[config.mk]
export PLATFORM = sky130hd
export DESIGN_NAME = sms_standby_ctrl
export DESIGN_NICKNAME = d
export VERILOG_FILES = /design/src/sms_standby_ctrl.v
export VERILOG_INCLUDE_DIRS = /design/src /design/src/src
export SDC_FILE = /design/constraint.sdc
export NUM_CORES = 1
export LEC_CHECK = 0
export BUFFER_PORTS_ARGS = -buffer_cell sky130_fd_sc_hd__buf_4
export CAP_MARGIN = 25
export CORE_AREA = 2 2 91 93
export DETAILED_ROUTE_END_ITERATION = 10
export DIE_AREA = 0 0 93 95
export PLACE_DENSITY = 0.7
export SYNTH_ARGS = -nofsm -noshare
export SYNTH_HDL_FRONTEND = slang
export SYNTH_SLANG_ARGS = --single-unit
[constraint.sdc]
create_clock -name clk_i -period 3.12 [get_ports clk_i]
set_clock_uncertainty 0.1 [all_clocks]
set_input_delay 0.624 -clock clk_i [delete_from_list [all_inputs] [get_ports clk_i]]
set_output_delay 0.624 -clock clk_i [all_outputs]
set_load 0.02 [all_outputs]
[src/sms_defs.vh]
// Constants for the deep standby controller: register offsets, fields, reset values, timing.
`ifndef SMS_DEFS_VH
`define SMS_DEFS_VH

// Register byte offsets on the APB slave.
`define SMS_OFF_CTRL        12'h000
`define SMS_OFF_STAT        12'h004
`define SMS_OFF_SETTLE      12'h008
`define SMS_OFF_CLKSEL      12'h00C

// Control register fields.
`define SMS_CTRL_WDT_SWSTOP 0
`define SMS_CTRL_SUB_EN     1
`define SMS_CTRL_SLOW_EN    2

// Clock-select register fields.
`define SMS_CS_WIDE_TMC     0
`define SMS_CS_WIDE_EXT     1
`define SMS_CS_TA_EXT       2
`define SMS_CS_TB_EXT       3
`define SMS_CS_TC_EXT       4
`define SMS_CS_AUXA_TMA     5
`define SMS_CS_RTC_SUB      6
`define SMS_CS_LCD_SUB      7
`define SMS_CS_RMT_SUB      8
`define SMS_CS_UARTA_TMA    9
`define SMS_CS_UARTB_TMA    10
`define SMS_CS_CSI_EXT      11
`define SMS_CS_TA_RUN       12
`define SMS_CS_AUXB_SLOW    13
`define SMS_CS_W            14

// Reset values.
`define SMS_CTRL_RST        3'h4
`define SMS_SETTLE_RST      3'h5
`define SMS_CLKSEL_RST      14'h0000

// Settling wait is 2^(SETTLE_BASE + select) cycles of the main clock.
`define SMS_SETTLE_BASE     4
`define SMS_SETTLE_SEL_W    3

`endif

[src/sms_standby_ctrl.v]
// Deep standby (stop mode) controller with APB registers and clock/run gating outputs.
//
// Overview of operation
// - Deep standby is entered only when the CPU core executes the stop instruction.
// - The stop instruction is accepted only while the CPU runs on the main system clock.
// - A pending unmasked interrupt at entry clears standby at once.
// - That clearing drops to halt and resumes only after the programmed settling wait.
// - In standby the CPU clock, fast oscillator, main crystal, external clock and flash stop.
// - In standby the sub and slow oscillators keep their state; RAM and port latches hold.
// - The wide timer runs in standby only on timer C output or its own external input.
// - Each 8-bit timer runs in standby only on its own external count input.
// - Auxiliary timer A runs in standby only on timer A output while timer A runs.
// - Real-time counter, display and remote receiver run in standby only on the sub clock.
// - The watchdog runs in standby unless the slow oscillator is software stoppable.
// - Both async serial ports run in standby only on timer A output while timer A runs.
// - The clocked serial port runs in standby only on an external serial clock.
// - An unmasked request leaves standby, waits for settling, then vectors or continues.
// - Any reset leaves standby and restarts from the reset vector.
//
// The implementer's own choices: the APB register port and the register offsets.
`timescale 1ns/10ps
`default_nettype none
`include "sms_defs.vh"

module sms_standby_ctrl (
  // Clock and reset.
  input  wire        clk_i,
  input  wire        srst_i,
  // APB slave.
  input  wire        psel_i,
  input  wire        penable_i,
  input  wire        pwrite_i,
  input  wire [11:0] paddr_i,
  input  wire [31:0] pwdata_i,
  output reg  [31:0] prdata_o,
  output reg         pready_o,
  output reg         pslverr_o,
  // CPU core and interrupt controller (same clock domain).
  input  wire        stop_exec_i,
  input  wire        cpu_on_main_i,
  input  wire        irq_pending_i,
  input  wire        irq_enable_i,
  output reg         stop_ack_o,
  output reg         resume_o,
  output reg         vector_o,
  output reg         halted_o,
  // Clock and memory control.
  output reg         cpu_clk_en_o,
  output reg         fast_osc_en_o,
  output reg         main_xtal_en_o,
  output reg         ext_clk_en_o,
  output reg         flash_en_o,
  output reg         sub_osc_en_o,
  output reg         slow_osc_en_o,
  output reg         ram_hold_o,
  output reg         port_hold_o,
  // Peripheral run enables.
  output reg         wide_timer_run_o,
  output reg         timer_a_run_o,
  output reg         timer_b_run_o,
  output reg         timer_c_run_o,
  output reg         aux_timer_a_run_o,
  output reg         aux_timer_b_run_o,
  output reg         aux_timer_c_run_o,
  output reg         rtc_run_o,
  output reg         lcd_run_o,
  output reg         remote_run_o,
  output reg         wdt_run_o,
  output reg         uart_a_run_o,
  output reg         uart_b_run_o,
  output reg         csi_run_o,
  output reg         buzzer_run_o,
  output reg         mcg_run_o,
  output reg         adc_run_o
);

  // Controller states.
  localparam [1:0] ST_RUN    = 2'b00;
  localparam [1:0] ST_STOP   = 2'b01;
  localparam [1:0] ST_SETTLE = 2'b10;
  // Code 2'b11 is unused; the default branch sends it back to run.

  reg  [1:0]                      state_q;
  reg  [1:0]                      state_d;
  reg  [2:0]                      ctrl_q;
  reg  [`SMS_SETTLE_SEL_W-1:0]    settle_q;
  reg  [`SMS_CS_W-1:0]            clksel_q;
  reg  [15:0]                     cnt_q;
  reg                             rejected_q;
  wire                            stop_req;
  wire                            apb_acc;
  wire                            apb_wr;
  wire [15:0]                     settle_lim;
  wire                            standby;
  wire                            settle_done;

  // Settling limit as a power of two; one function so width rules stay in one place.
  function [15:0] settle_cycles;
    input [`SMS_SETTLE_SEL_W-1:0] sel;
    begin
      settle_cycles = 16'h0001 << (sel + `SMS_SETTLE_BASE);
    end
  endfunction

  assign settle_lim  = settle_cycles(settle_q);
  // The end test is a bound, not an equality: a shorter select written during a wait
  // ends it at once instead of letting the counter run on until it wraps.
  assign settle_done = (cnt_q >= settle_lim - 16'h0001);
  assign apb_acc     = psel_i & penable_i;
  // Writes land only at the access edge, where the master samples pready.
  assign apb_wr      = apb_acc & pready_o & pwrite_i;
  // Entry needs the instruction and the main clock as CPU source.
  assign stop_req    = stop_exec_i & cpu_on_main_i;
  assign standby     = (state_q == ST_STOP);

  // Next-state logic; the interrupt check at entry turns stop into a settle wait.
  // Standby has no timeout: only a pending request or a reset ends it, so a core
  // with every source masked stays stopped until reset.
  always @* begin
    state_d = state_q;
    case (state_q)
      ST_RUN: begin
        if (stop_req) begin
          if (irq_pending_i) begin
            state_d = ST_SETTLE;
          end else begin
            state_d = ST_STOP;
          end
        end
      end
      ST_STOP: begin
        if (irq_pending_i) begin
          state_d = ST_SETTLE;
        end
      end
      ST_SETTLE: begin
        if (settle_done) begin
          state_d = ST_RUN;
        end
      end
      default: begin
        state_d = ST_RUN;
      end
    endcase
  end

  // State, settle counter and CPU handshake; reset always returns to run.
  always @(posedge clk_i) begin
    if (srst_i) begin
      state_q    <= ST_RUN;
      cnt_q      <= 16'h0000;
      stop_ack_o <= 1'b0;
      resume_o   <= 1'b0;
      vector_o   <= 1'b0;
      halted_o   <= 1'b0;
      rejected_q <= 1'b0;
    end else begin
      state_q    <= state_d;
      // The acknowledge is a one-cycle pulse, one cycle after the instruction.
      stop_ack_o <= (state_q == ST_RUN) & stop_req;
      // A stop from the sub clock is refused and recorded for software; the flag is
      // sticky, and a new refusal wins over a clear that falls in the same cycle.
      if (stop_exec_i & ~cpu_on_main_i) begin
        rejected_q <= 1'b1;
      end else if (apb_wr & (paddr_i == `SMS_OFF_STAT) & pwdata_i[3]) begin
        rejected_q <= 1'b0;
      end
      if (state_q == ST_SETTLE) begin
        cnt_q <= cnt_q + 16'h0001;
      end else begin
        cnt_q <= 16'h0000;
      end
      // Resume pulse tells the core whether to vector or fall through.
      resume_o <= (state_q == ST_SETTLE) & settle_done;
      vector_o <= (state_q == ST_SETTLE) & settle_done & irq_enable_i;
      // Halted follows the next state so it rises together with the settle state.
      halted_o <= (state_d == ST_SETTLE);
    end
  end

  // Clock, memory and peripheral gating; registered so every output is a flop.
  // Every state-driven enable lags the state by one cycle: one extra clocked edge at entry is
  // traded for glitch-free outputs.
  always @(posedge clk_i) begin
    if (srst_i) begin
      cpu_clk_en_o      <= 1'b1;
      fast_osc_en_o     <= 1'b1;
      main_xtal_en_o    <= 1'b1;
      ext_clk_en_o      <= 1'b1;
      flash_en_o        <= 1'b1;
      sub_osc_en_o      <= 1'b0;
      slow_osc_en_o     <= 1'b1;
      ram_hold_o        <= 1'b0;
      port_hold_o       <= 1'b0;
      wide_timer_run_o  <= 1'b1;
      timer_a_run_o     <= 1'b1;
      timer_b_run_o     <= 1'b1;
      timer_c_run_o     <= 1'b1;
      aux_timer_a_run_o <= 1'b1;
      aux_timer_b_run_o <= 1'b1;
      aux_timer_c_run_o <= 1'b1;
      rtc_run_o         <= 1'b1;
      lcd_run_o         <= 1'b1;
      remote_run_o      <= 1'b1;
      wdt_run_o         <= 1'b1;
      uart_a_run_o      <= 1'b1;
      uart_b_run_o      <= 1'b1;
      csi_run_o         <= 1'b1;
      buzzer_run_o      <= 1'b1;
      mcg_run_o         <= 1'b1;
      adc_run_o         <= 1'b1;
    end else begin
      // Halt during settling also freezes the CPU clock until the wait ends.
      cpu_clk_en_o   <= ~(standby | state_q == ST_SETTLE);
      fast_osc_en_o  <= ~standby;
      main_xtal_en_o <= ~standby;
      ext_clk_en_o   <= ~standby;
      flash_en_o     <= ~standby;
      // Sub and slow oscillators follow software only; standby never touches them.
      sub_osc_en_o   <= ctrl_q[`SMS_CTRL_SUB_EN];
      slow_osc_en_o  <= ctrl_q[`SMS_CTRL_SLOW_EN];
      ram_hold_o     <= standby;
      port_hold_o    <= standby;
      wide_timer_run_o  <= ~standby | clksel_q[`SMS_CS_WIDE_TMC]
                           | clksel_q[`SMS_CS_WIDE_EXT];
      timer_a_run_o     <= ~standby | clksel_q[`SMS_CS_TA_EXT];
      timer_b_run_o     <= ~standby | clksel_q[`SMS_CS_TB_EXT];
      timer_c_run_o     <= ~standby | clksel_q[`SMS_CS_TC_EXT];
      // Timer A only runs in standby on its own input, so its users need that too.
      aux_timer_a_run_o <= ~standby | (clksel_q[`SMS_CS_AUXA_TMA]
                           & clksel_q[`SMS_CS_TA_EXT] & clksel_q[`SMS_CS_TA_RUN]);
      aux_timer_b_run_o <= ~standby | clksel_q[`SMS_CS_AUXB_SLOW];
      aux_timer_c_run_o <= ~standby;
      rtc_run_o         <= ~standby | clksel_q[`SMS_CS_RTC_SUB];
      lcd_run_o         <= ~standby | clksel_q[`SMS_CS_LCD_SUB];
      remote_run_o      <= ~standby | clksel_q[`SMS_CS_RMT_SUB];
      wdt_run_o         <= ~standby | ~ctrl_q[`SMS_CTRL_WDT_SWSTOP];
      uart_a_run_o      <= ~standby | (clksel_q[`SMS_CS_UARTA_TMA]
                           & clksel_q[`SMS_CS_TA_EXT] & clksel_q[`SMS_CS_TA_RUN]);
      uart_b_run_o      <= ~standby | (clksel_q[`SMS_CS_UARTB_TMA]
                           & clksel_q[`SMS_CS_TA_EXT] & clksel_q[`SMS_CS_TA_RUN]);
      csi_run_o         <= ~standby | clksel_q[`SMS_CS_CSI_EXT];
      buzzer_run_o      <= ~standby;
      mcg_run_o         <= ~standby;
      adc_run_o         <= 1'b1;
    end
  end

  // APB slave: zero wait states, unmapped addresses answer with an error.
  // Read data and the error flag are prepared at the setup edge so that they
  // stand, registered, through the access cycle in which the master samples them.
  always @(posedge clk_i) begin
    if (srst_i) begin
      ctrl_q    <= `SMS_CTRL_RST;
      settle_q  <= `SMS_SETTLE_RST;
      clksel_q  <= `SMS_CLKSEL_RST;
      prdata_o  <= 32'h0000_0000;
      pready_o  <= 1'b0;
      pslverr_o <= 1'b0;
    end else begin
      pready_o  <= psel_i & ~penable_i;
      pslverr_o <= 1'b0;
      prdata_o  <= 32'h0000_0000;
      if (psel_i & ~penable_i) begin
        case (paddr_i)
          `SMS_OFF_CTRL: begin
            prdata_o <= {29'h0, ctrl_q};
          end
          `SMS_OFF_STAT: begin
            prdata_o <= {28'h0, rejected_q, halted_o, state_q};
          end
          `SMS_OFF_SETTLE: begin
            prdata_o <= {29'h0, settle_q};
          end
          `SMS_OFF_CLKSEL: begin
            prdata_o <= {18'h0, clksel_q};
          end
          default: begin
            pslverr_o <= 1'b1;
          end
        endcase
      end
      // Writes wait for the access edge: a transfer that the master abandons
      // before the answer leaves the registers untouched.
      if (apb_wr) begin
        case (paddr_i)
          `SMS_OFF_CTRL: begin
            ctrl_q <= pwdata_i[2:0];
          end
          `SMS_OFF_SETTLE: begin
            settle_q <= pwdata_i[`SMS_SETTLE_SEL_W-1:0];
          end
          `SMS_OFF_CLKSEL: begin
            clksel_q <= pwdata_i[`SMS_CS_W-1:0];
          end
          default: begin
          end
        endcase
      end
    end
  end

endmodule

`default_nettype wire

==> key figures, run 1 <==
Run status
  • Outcome: finished, final reports clean

Setup path
  • CP Data Required Time: 3.29 ns
  • CP endpoint kind: register
  • CP max FO: 9
  • Worst path arrival time: roughly 2.3 ns
  • Max stage delay cell, worst path: or4_4
  • R2R Path End: halted_o$_SDFF_PP0_
  • Startpoint Class: register
  • Setup slack, reg-to-reg: between 0.9 and 1 ns
  • CP max stage delay: between 0.5 and 0.6 ns
  • CP Class: register to register
  • Worst reg-to-reg path cell count: 6
  • Crit-path cells: nand3_1, ha_1, nand2_1, or4_4, o211a_1, a221oi_2
  • Reg2reg start: settle_q[2]$_SDFFE_PP1P_

Logic synthesis
  • Synth cell types: 47
  • EDFF count, synth: 0
  • Mapped Area: roughly 3300 um2
  • Post-synth top area share: 46.2%
  • Yosys warns: 0
  • Synth Register Bits: 77
  • Post-synthesis sequential area ratio: 46.2%
  • Cell taking the most area after synthesis: dfxtp_1
  • Post-synth top flop: dfxtp_1
  • Async S/R FF share, synth: 0%
  • Syn Inst Count: around 360
  • Syn avg cell area: 9.30 um2
  • Synth area leaders: dfxtp_1 (46%), buf_4 (6.3%), ha_1 (5.6%)

GRT
  • Met2 Use GR: between 20 and 30%
  • First-pass GRT wire length: approximately 12 mm
  • Vias in the first global route: about 2,500
  • Total GRT Usage: between 10% and 20%
  • Global route hottest layer: met2
  • GR Util met1: 20.5%
  • Largest net degree at the start of global routing: 29
  • Initial antenna violation count: 0
  • Met3 track demand over resource: 5.91%
  • GRT overflow: 0

Placed design
  • Detailed Place HPWL: roughly 5.4 mm
  • Post-Place Cell Area: roughly 3900 um2
  • Placed Instances: about 520
  • RD Place Congestion: 0.806
  • Buffers on Ports: 79

Drt
  • Avg WL per Cell: 13.3 um
  • Drt via density: 4.94
  • Via count: about 2,700
  • Final WL: between 7 and 8 mm
  • DR pass1 iterations: 5
  • Remaining DRCs: 0
  • DRT iter0 DRCs: between 100 and 150
  • ANT nets after route: 0

Floorplanning
  • Die area: around 8800 um2
  • Die Y: about 95 um
  • Die width: a little over 90 um
  • Starting Density: 42.1%
  • Core Box Area: 7930 um2
  • Std-Cell Rows: 33
  • IO Count: around 120

STA
  • # setup viols final: 0
  • Max-slew violations: 0
  • Period utilization: roughly two thirds
  • Setup TNS: 0 ns
  • Hold_ws: around 0.30 ns
  • Slew headroom: between 50% and 60%
  • Fmax: 471 MHz
  • Slew @ Worst Pin: about 0.64 ns
  • RSZ-0062 raised after global routing: false
  • Final count of hold timing violations: 0
  • Min Clock Period, post-route: between 2 and 2.5 ns

Clock network
  • H-tree Lvls: 3
  • Post-CTS sizing: 0
  • Post-CTS setup buffers: 0
  • CTS tree: built
  • Clk root buf: clkbuf_8
  • CTS Buf Count: 9
  • Clock buffer depth: 2
  • Clk sink count: a little under 80
  • Worst skew pair latency: roughly 0.35 ns
  • Worst-path clk slew: about 0.09 ns
  • # hold bufs at CTS: 0

Finish
  • Final non-filler cell total: 540
  • Share of cells above drive strength 1: around 26%
  • Diodes inserted: 0
  • Final Cell Area: 4090 um2
  • Area Overhead vs Synth: 22.4%
  • Nets: approximately 500
  • Most frequent cells in the layout: buf_4 (83), dfxtp_1 (77), nand3_1 (30), nor2_1 (26), a21oi_1 (24)
  • Most common cell after layout, fill and taps aside: buf_4

Pwr
  • Worst VDD drop: 0.324 mV
  • PD cells: 456 nW/um2
  • Leak pwr: 1.70 nW
  • Final Total Pwr: around 0.0019 W

Hold path
  • Worst hold path type: register to register
  • Hold Path Depth: 1
  • WHS Endpoint: wdt_run_o$_SDFF_PP1_
  • Hold_sp: ctrl_q[0]$_SDFFE_PP0P_

Flow run
  • Max-cap violation count: 0
## cells in the mapped netlist (5+ instances only)
cell type and number:
and4_1 5, dfxtp_1 77, xor2_1 7, nor2_1 26, a21oi_1 24, clkbuf_1 8
ha_1 15, xnor2_1 6, nand3_1 30, nand2b_1 10, and3_1 7, and2_1 11
nand2_1 19, buf_4 28, inv_1 11, o21ai_0 22, nand4_1 6
## worst max path at each step
stage          cells past startpoint                      from                  endpoint
6_report                           6  settle_q[2]$_SDFFE_PP1P_       halted_o$_SDFF_PP0_
5_1_grt                            6  settle_q[2]$_SDFFE_PP1P_       halted_o$_SDFF_PP0_
4_1_cts                            5                paddr_i[1]  clksel_q[9]$_SDFFE_PP0P_
3_5_place_dp                       5                paddr_i[1]  clksel_q[5]$_SDFFE_PP0P_
3_3_place_gp                       5                paddr_i[1]  clksel_q[4]$_SDFFE_PP0P_
2_1_floorplan                      7  settle_q[2]$_SDFFE_PP1P_       halted_o$_SDFF_PP0_
## stage by stage
stage,utilization (%),setup slack (ns)
after floorplan,-,1.09
after global placement,49.1,0.745
after detailed placement,49.1,0.629
after CTS,51.5,0.958
after global routing,51.5,0.854
final,51.5,0.995
## kinds of logic after synthesis
family          count (synthesis)  synth area share, %
simple gates                  135                 22.2
buf+inv                        53                 9.26
other cells                     2                0.225
compound gates                 58                 10.2
flops                          77                 46.2
mux                             6                 2.96
fa+ha+maj                      15                 5.62
xor+xnor                       13                 3.41
## layout make-up
cell class | instances | area (um2)
inverters | 11 | 41.3
fillers | 755 | 3840
clock buffers | 9 | 124
well taps | 105 | 131
multi-input cells | 248 | 1560
repair buffers | 83 | 623
clock inverters | 7 | 65.1
flip-flops and latches | 77 | 1540
## flip-flops by register name, summed over array words and instances, names as in the netlist, 2 cells and up
| register | cells |
|---|---|
| state_q | 2 |
| ctrl_q | 3 |
| settle_q | 3 |
| clksel_q | 14 |
| prdata_o | 14 |
| cnt_q | 16 |
## worst max-delay path: cells and delay by family (launching register included)
| family | cells | cell delay, ns |
|---|---|---|
| fa+ha+maj | 1 | 0.31 |
| compound gates | 2 | 0.42 |
| flops | 1 | 0.48 |
| simple gates | 3 | 0.73 |
## metal layers
metal  wire length, um  part of all wire (%)
met5                 0                     0
met4                51                  0.71
met3               506                   7.0
met2              3480                    48
met1              3160                    44
## where the power goes
part	internal (W)	switching (W)
combinational	0.0000623	0.0000910
clock	0.000308	0.000401
sequential	0.000994	0.00000788
Note: power is estimated with default switching activity, not from simulation.
==> run 2, diff against run 1 <==
--- a/config.mk
+++ b/config.mk
@@ -11,7 +11,7 @@
 export CORE_AREA = 2 2 91 93
 export DETAILED_ROUTE_END_ITERATION = 10
 export DIE_AREA = 0 0 93 95
-export PLACE_DENSITY = 0.7
+export PLACE_DENSITY = 0.73
 export SYNTH_ARGS = -nofsm -noshare
 export SYNTH_HDL_FRONTEND = slang
 export SYNTH_SLANG_ARGS = --single-unit
==> constraint.sdc (replaced) <==
create_clock -name clk_i -period 1.7 [get_ports clk_i]
set_clock_uncertainty 0.1 [all_clocks]
set_input_delay 0.34 -clock clk_i [delete_from_list [all_inputs] [get_ports clk_i]]
set_output_delay 0.34 -clock clk_i [all_outputs]
set_load 0.02 [all_outputs]
==> key figures, run 2 (synthesized netlist as in run 1, its figures left out) <==
Run status
  • Outcome: complete, but fails checks (was finished, final reports clean)
  • Failing checks: negative setup slack

Pwr
  • Switching share of power: 26.1% (was 26.8%)
  • Clock share of power: 36.7% (was 38.0%)
  • Leak pwr: 1.87 nW (was 1.70 nW)
  • Worst VDD drop: 0.515 mV (was 0.324 mV)
  • Pint: 0.00250 W (was 0.00136 W)
  • Net Sw Power: 0.000881 W (was 0.000500 W)
  • Comb power frac: 9.1% (was 8.2%)
  • PD cells: 761 nW/um2 (was 456 nW/um2)
  • Seq pwr share: 54.2% (was 53.8%)

GRT
  • First-pass GRT wire length: 12.0 mm (was 11.6 mm)
  • Vias in the first global route: 2,608 (was 2,516)
  • Total GRT Usage: 17.2% (was 16.9%)
  • Largest net degree at the start of global routing: 20 (was 29)
  • Initial antenna violation count: 0 (unchanged)
  • GRT overflow: 0 (unchanged)

Setup path
  • CP max FO: 8 (was 9)
  • Startpoint Class: register (unchanged)
  • CP Data Required Time: 1.82 ns (was 3.29 ns)
  • Worst path arrival time: 2.08 ns (was 2.30 ns)
  • CP Class: register to register (unchanged)
  • CP endpoint kind: register (unchanged)

Drt
  • Remaining DRCs: 0 (unchanged)
  • ANT nets after route: 0 (unchanged)
  • Drt via density: 4.84 (was 4.94)
  • DRT iter0 DRCs: 86 (was 130)
  • Final WL: 7.58 mm (was 7.20 mm)
  • Via count: 2,779 (was 2,668)
  • Avg WL per Cell: 13.2 um (was 13.3 um)
  • DR pass1 iterations: 4 (was 5)

Clock network
  • Clock buffer depth: 2 (unchanged)
  • Worst skew pair latency: 0.34 ns (was 0.35 ns)
  • # hold bufs at CTS: 0 (unchanged)
  • CTS tree: built (unchanged)
  • Worst-path clk slew: 0.08 ns (was 0.09 ns)
  • Clk sink count: 77 (unchanged)
  • CTS Buf Count: 9 (unchanged)
  • H-tree Lvls: 3 (unchanged)
  • Clk root buf: clkbuf_8 (unchanged)

Floorplanning
  • Std-Cell Rows: 33 (unchanged)
  • IO Count: 117 (unchanged)
  • Die width: 93 um (unchanged)
  • Die Y: 95 um (unchanged)
  • Die area: 8840 um2 (unchanged)
  • Starting Density: 42.1% (unchanged)
  • Core Box Area: 7930 um2 (unchanged)

Finish
  • Largest registers: cnt_q (16), clksel_q (14), prdata_o (14) (unchanged)
  • Max reg flops: 16 (unchanged)
  • Most common cell after layout, fill and taps aside: buf_4 (unchanged)
  • Top reg by flops: cnt_q (unchanged)
  • Nets: 532 (was 498)
  • # fillers: 724 (was 755)
  • Area Overhead vs Synth: 33.0% (was 22.4%)
  • Diodes inserted: 0 (unchanged)
  • Final core occ: 56.0% (was 51.5%)
  • Most frequent cells in the layout: buf_4 (116), dfxtp_1 (71), nand3_1 (29), nor2_1 (26), a21oi_1 (24) (was buf_4 (83), dfxtp_1 (77), nand3_1 (30), nor2_1 (26), a21oi_1 (24))
  • Share of cells above drive strength 1: 33.9% (was 25.5%)

Placed design
  • RD Place Congestion: 0.814 (was 0.806)
  • Buffers on Ports: 79 (unchanged)
  • Detailed Place HPWL: 5.62 mm (was 5.36 mm)

Hold path
  • Worst hold path type: input port to register (was register to register)

Flow run
  • Max-cap violation count: 0 (unchanged)

STA
  • RSZ-0062 raised after global routing: true (was false)
  • Fmax: 511 MHz (was 471 MHz)
  • Post-layout worst setup margin: -0.258 ns (was 0.995 ns)
  • Period utilization: 115% (was 68.1%)
  • Final count of hold timing violations: 0 (unchanged)
  • # setup viols final: 5 (was 0)
  • Setup TNS: -1.02 ns (was 0 ns)
  • Min Clock Period, post-route: 1.96 ns (was 2.13 ns)
  • Max-slew violations: 0 (unchanged)
[run 2: cell types whose count changed in the layout (fill, tap and decap cells not counted), moves of 2 or more]
cell,change
ha_1,-3
dfxtp_2,+3
inv_8,-2
dfxtp_1,-6
ha_4,+3
dfxtp_4,+3
buf_4,+33
[run 2: layout make-up]
cell class / count / area (um2) / share of cell area [%]
multi-input combinational: 248 / 1640 / 36.9
inverter: 11 / 41.3 / 0.930
timing repair buffer: 117 / 891 / 20.1
clock inverter: 7 / 56.3 / 1.27
tap: 105 / 131 / 2.96
clock buffer: 9 / 124 / 2.79
sequential: 77 / 1560 / 35.1
[run 2: layer usage]
metal / up-vias / wire length (um) / global-route usage [%]
met5: - / 0 / 0
met4: 0 / 144 / 6.62
met3: 12 / 375 / 4.55
met2: 91 / 4040 / 31.2
met1: 1261 / 3020 / 19.4
li1: 1415 / - / -
[run 2: critical path, cell delays in order (launching register included)]
cell       delay [ns]
dfxtp_4          0.42
nand3_4          0.10
ha_4             0.26
nand2_1          0.07
or4_4            0.55
buf_4            0.16
o2111ai_4        0.08
a221oi_2         0.09
[run 2: final timing paths]
check | slack [ns] | cells after the start | start | endpoint
worst max-delay path | -0.26 | 7 | settle_q[2]$_SDFFE_PP1P_ | halted_o$_SDFF_PP0_
worst min-delay path | 0.14 | 3 | psel_i | pslverr_o$_SDFF_PP0_
worst max register to register | -0.26 | 7 | settle_q[2]$_SDFFE_PP1P_ | halted_o$_SDFF_PP0_
worst min register to register | 0.31 | 1 | ctrl_q[0]$_SDFFE_PP0P_ | wdt_run_o$_SDFF_PP1_
[run 2: power groups by stage]
stage	clock [W]	sequential, W	combinational (W)
2_1_floorplan	0	0.00190	0.000173
3_3_place_gp	0	0.00188	0.000299
3_5_place_dp	0	0.00188	0.000304
4_1_cts	0.00129	0.00183	0.000305
5_1_grt	0.00137	0.00183	0.000334
6_report	0.00124	0.00183	0.000307
[run 2: per-stage QoR]
step | cells | hold WS [ns] | instance area [um2] | setup slack (ns) | total power [W]
global route | 574 | 0.143 | 4440 | -0.330 | 0.00354
global placement | 555 | 0.283 | 4150 | -0.270 | 0.00218
CTS | 572 | 0.124 | 4390 | -0.244 | 0.00342
floorplan | 378 | 0.268 | 3420 | -0.185 | 0.00207
detailed placement | 555 | 0.290 | 4150 | -0.367 | 0.00218
finish | 574 | 0.141 | 4440 | -0.258 | 0.00338
[run 2: what timing repair did]
action	in CTS	in global routing
pin swaps	2	5
gates resized for setup	11	7
setup endpoints to repair	5	8
buffers inserted	1	2
==> run 3, diff against run 2 <==
--- a/config.mk
+++ b/config.mk
@@ -8,10 +8,13 @@
 export LEC_CHECK = 0
 export BUFFER_PORTS_ARGS = -buffer_cell sky130_fd_sc_hd__buf_4
 export CAP_MARGIN = 25
-export CORE_AREA = 2 2 91 93
+export CELL_PAD_IN_SITES_DETAIL_PLACEMENT = 1
+export CELL_PAD_IN_SITES_GLOBAL_PLACEMENT = 1
+export CORE_AREA = 2 2 144 76
+export CTS_BUF_LIST = sky130_fd_sc_hd__clkbuf_8
 export DETAILED_ROUTE_END_ITERATION = 10
-export DIE_AREA = 0 0 93 95
-export PLACE_DENSITY = 0.73
+export DIE_AREA = 0 0 146 78
+export PLACE_DENSITY_LB_ADDON = 0.1
 export SYNTH_ARGS = -nofsm -noshare
 export SYNTH_HDL_FRONTEND = slang
 export SYNTH_SLANG_ARGS = --single-unit
==> key figures, run 3 (synthesized netlist as in run 1, its figures left out) <==
Run status
  • Outcome: complete, but fails checks (unchanged)
  • Failing checks: negative setup slack (unchanged)

Pwr
  • Worst VDD drop: 0.320 mV (was 0.515 mV)
  • Leak pwr: 1.89 nW (was 1.87 nW)
  • PD cells: 742 nW/um2 (was 761 nW/um2)

Clock network
  • Clk sink count: 77 (unchanged)
  • Clock buffer depth: 2 (unchanged)
  • CTS Buf Count: 9 (unchanged)
  • Worst-path clk slew: 0.08 ns (about the same)
  • Clk root buf: clkbuf_8 (unchanged)
  • H-tree Lvls: 3 (unchanged)
  • # hold bufs at CTS: 0 (unchanged)
  • Worst skew pair latency: 0.36 ns (was 0.34 ns)
  • CTS tree: built (unchanged)

STA
  • Fmax: 507 MHz (was 511 MHz)
  • RSZ-0062 raised after global routing: true (unchanged)
  • Max-slew violations: 0 (unchanged)
  • Setup TNS: -1.01 ns (was -1.02 ns)
  • Period utilization: 116% (was 115%)
  • Min Clock Period, post-route: 1.97 ns (was 1.96 ns)
  • Hold_ws: 0.104 ns (was 0.141 ns)
  • Post-layout worst setup margin: -0.274 ns (was -0.258 ns)
  • # setup viols final: 5 (unchanged)
  • Final count of hold timing violations: 0 (unchanged)

Drt
  • Via count: 2,874 (was 2,779)
  • DR pass1 iterations: 4 (unchanged)
  • Avg WL per Cell: 15.3 um (was 13.2 um)
  • ANT nets after route: 0 (unchanged)
  • Remaining DRCs: 0 (unchanged)
  • DRT iter0 DRCs: 99 (was 86)
  • Drt via density: 4.69 (was 4.84)
  • Final WL: 9.40 mm (was 7.58 mm)

GRT
  • Total GRT Usage: 16.9% (was 17.2%)
  • GRT overflow: 0 (unchanged)
  • First-pass GRT wire length: 15.1 mm (was 12.0 mm)
  • Vias in the first global route: 2,992 (was 2,608)
  • Initial antenna violation count: 0 (unchanged)
  • Largest net degree at the start of global routing: 20 (unchanged)

Flow run
  • Max-cap violation count: 0 (unchanged)

Setup path
  • CP Class: register to register (unchanged)
  • CP max FO: 7 (was 8)
  • Startpoint Class: register (unchanged)
  • Worst path arrival time: 2.15 ns (was 2.08 ns)
  • CP Data Required Time: 1.88 ns (was 1.82 ns)
  • CP endpoint kind: register (unchanged)

Finish
  • Area Overhead vs Synth: 35.7% (was 33.0%)
  • Most frequent cells in the layout: buf_4 (120), dfxtp_1 (71), nand3_1 (29), nor2_1 (25) (was buf_4 (116), dfxtp_1 (71), nand3_1 (29), nor2_1 (26), a21oi_1 (24))
  • Largest registers: cnt_q (16), clksel_q (14), prdata_o (14) (unchanged)
  • Share of cells above drive strength 1: 36.4% (was 33.9%)
  • Top reg by flops: cnt_q (unchanged)
  • Max reg flops: 16 (unchanged)
  • Diodes inserted: 0 (unchanged)
  • Most common cell after layout, fill and taps aside: buf_4 (unchanged)
  • Nets: 537 (was 532)
  • Final Cell Area: 4530 um2 (was 4440 um2)

Placed design
  • Detailed Place HPWL: 6.97 mm (was 5.62 mm)
  • Buffers on Ports: 79 (unchanged)
  • RD Place Congestion: 0.816 (was 0.814)
  • Post-Place Cell Area: 4200 um2 (was 4150 um2)

Floorplanning
  • Std-Cell Rows: 26 (was 33)
  • IO Count: 117 (unchanged)
  • Die width: 146 um (was 93 um)
  • Starting Density: 33.3% (was 42.1%)
  • Die Y: 78 um (was 95 um)
  • Die area: 11,400 um2 (was 8840 um2)
  • Core Box Area: 10,000 um2 (was 7930 um2)

Hold path
  • Worst hold path type: input port to register (unchanged)
run 3: cell types whose count changed in the layout (fill, tap and decap cells not counted), moves of 2 or more:
cell | before | now
buf_4 | 116 | 120
buf_6 | 0 | 2
clkinv_2 | 1 | 3
a21oi_2 | 0 | 3
a21oi_1 | 24 | 21
inv_6 | 3 | 1
run 3: layer usage:
metal | routed length, um | up-vias | track usage (%)
met5 | 0 | - | 0
met4 | 127 | 0 | 6.50
met3 | 409 | 14 | 5.06
met2 | 4850 | 69 | 31.9
met1 | 4010 | 1378 | 18.0
li1 | - | 1413 | -
run 3: worst paths after layout:
check,from,to,slack [ns],depth (start not counted)
min reg2reg,ctrl_q[0]$_SDFFE_PP0P_,wdt_run_o$_SDFF_PP1_,0.32,1
min,srst_i,clksel_q[8]$_SDFFE_PP0P_,0.10,2
max reg2reg,settle_q[1]$_SDFFE_PP0P_,halted_o$_SDFF_PP0_,-0.27,6
max,settle_q[1]$_SDFFE_PP0P_,halted_o$_SDFF_PP0_,-0.27,6
run 3: stage by stage:
step	worst slack (ns)	total power, W	cells	util [%]
floorplan	-0.185	0.00207	378	-
global placement	-0.273	0.00218	593	41.9
detailed placement	-0.391	0.00219	593	41.9
CTS	-0.254	0.00342	610	44.6
global route	-0.335	0.00351	613	45.2
finish	-0.274	0.00336	613	45.2
run 3: what timing repair did:
item | 4_1_cts | 5_1_grt
setup endpoints to repair | 6 | 7
setup buffers | 2 | 3
resized for setup | 19 | 10
pin swaps | 11 | 5
run 3: final cells by class:
cell class	count	area (um2)
clock buffer	9	124
clock inverter	6	40.0
fill	1184	5490
inverter	11	41.3
multi-input combinational	248	1670
sequential	77	1560
tap	140	175
timing repair buffer	122	923
run 3: where the power goes:
| group | internal (W) | total, W | switching (W) |
|---|---|---|---|
| clock | 0.000521 | 0.00122 | 0.000701 |
| sequential | 0.00182 | 0.00183 | 0.0000108 |
| combinational | 0.000131 | 0.000312 | 0.000181 |
| total | 0.00247 | 0.00336 | 0.000892 |
run 3: critical path: stages, from the launching register on:
cell and delay [ns]:
dfxtp_4 0.42, nor2_2 0.06, ha_1 0.31, nand4_1 0.14, or4_4 0.46, o211a_4 0.17
a221oi_2 0.23
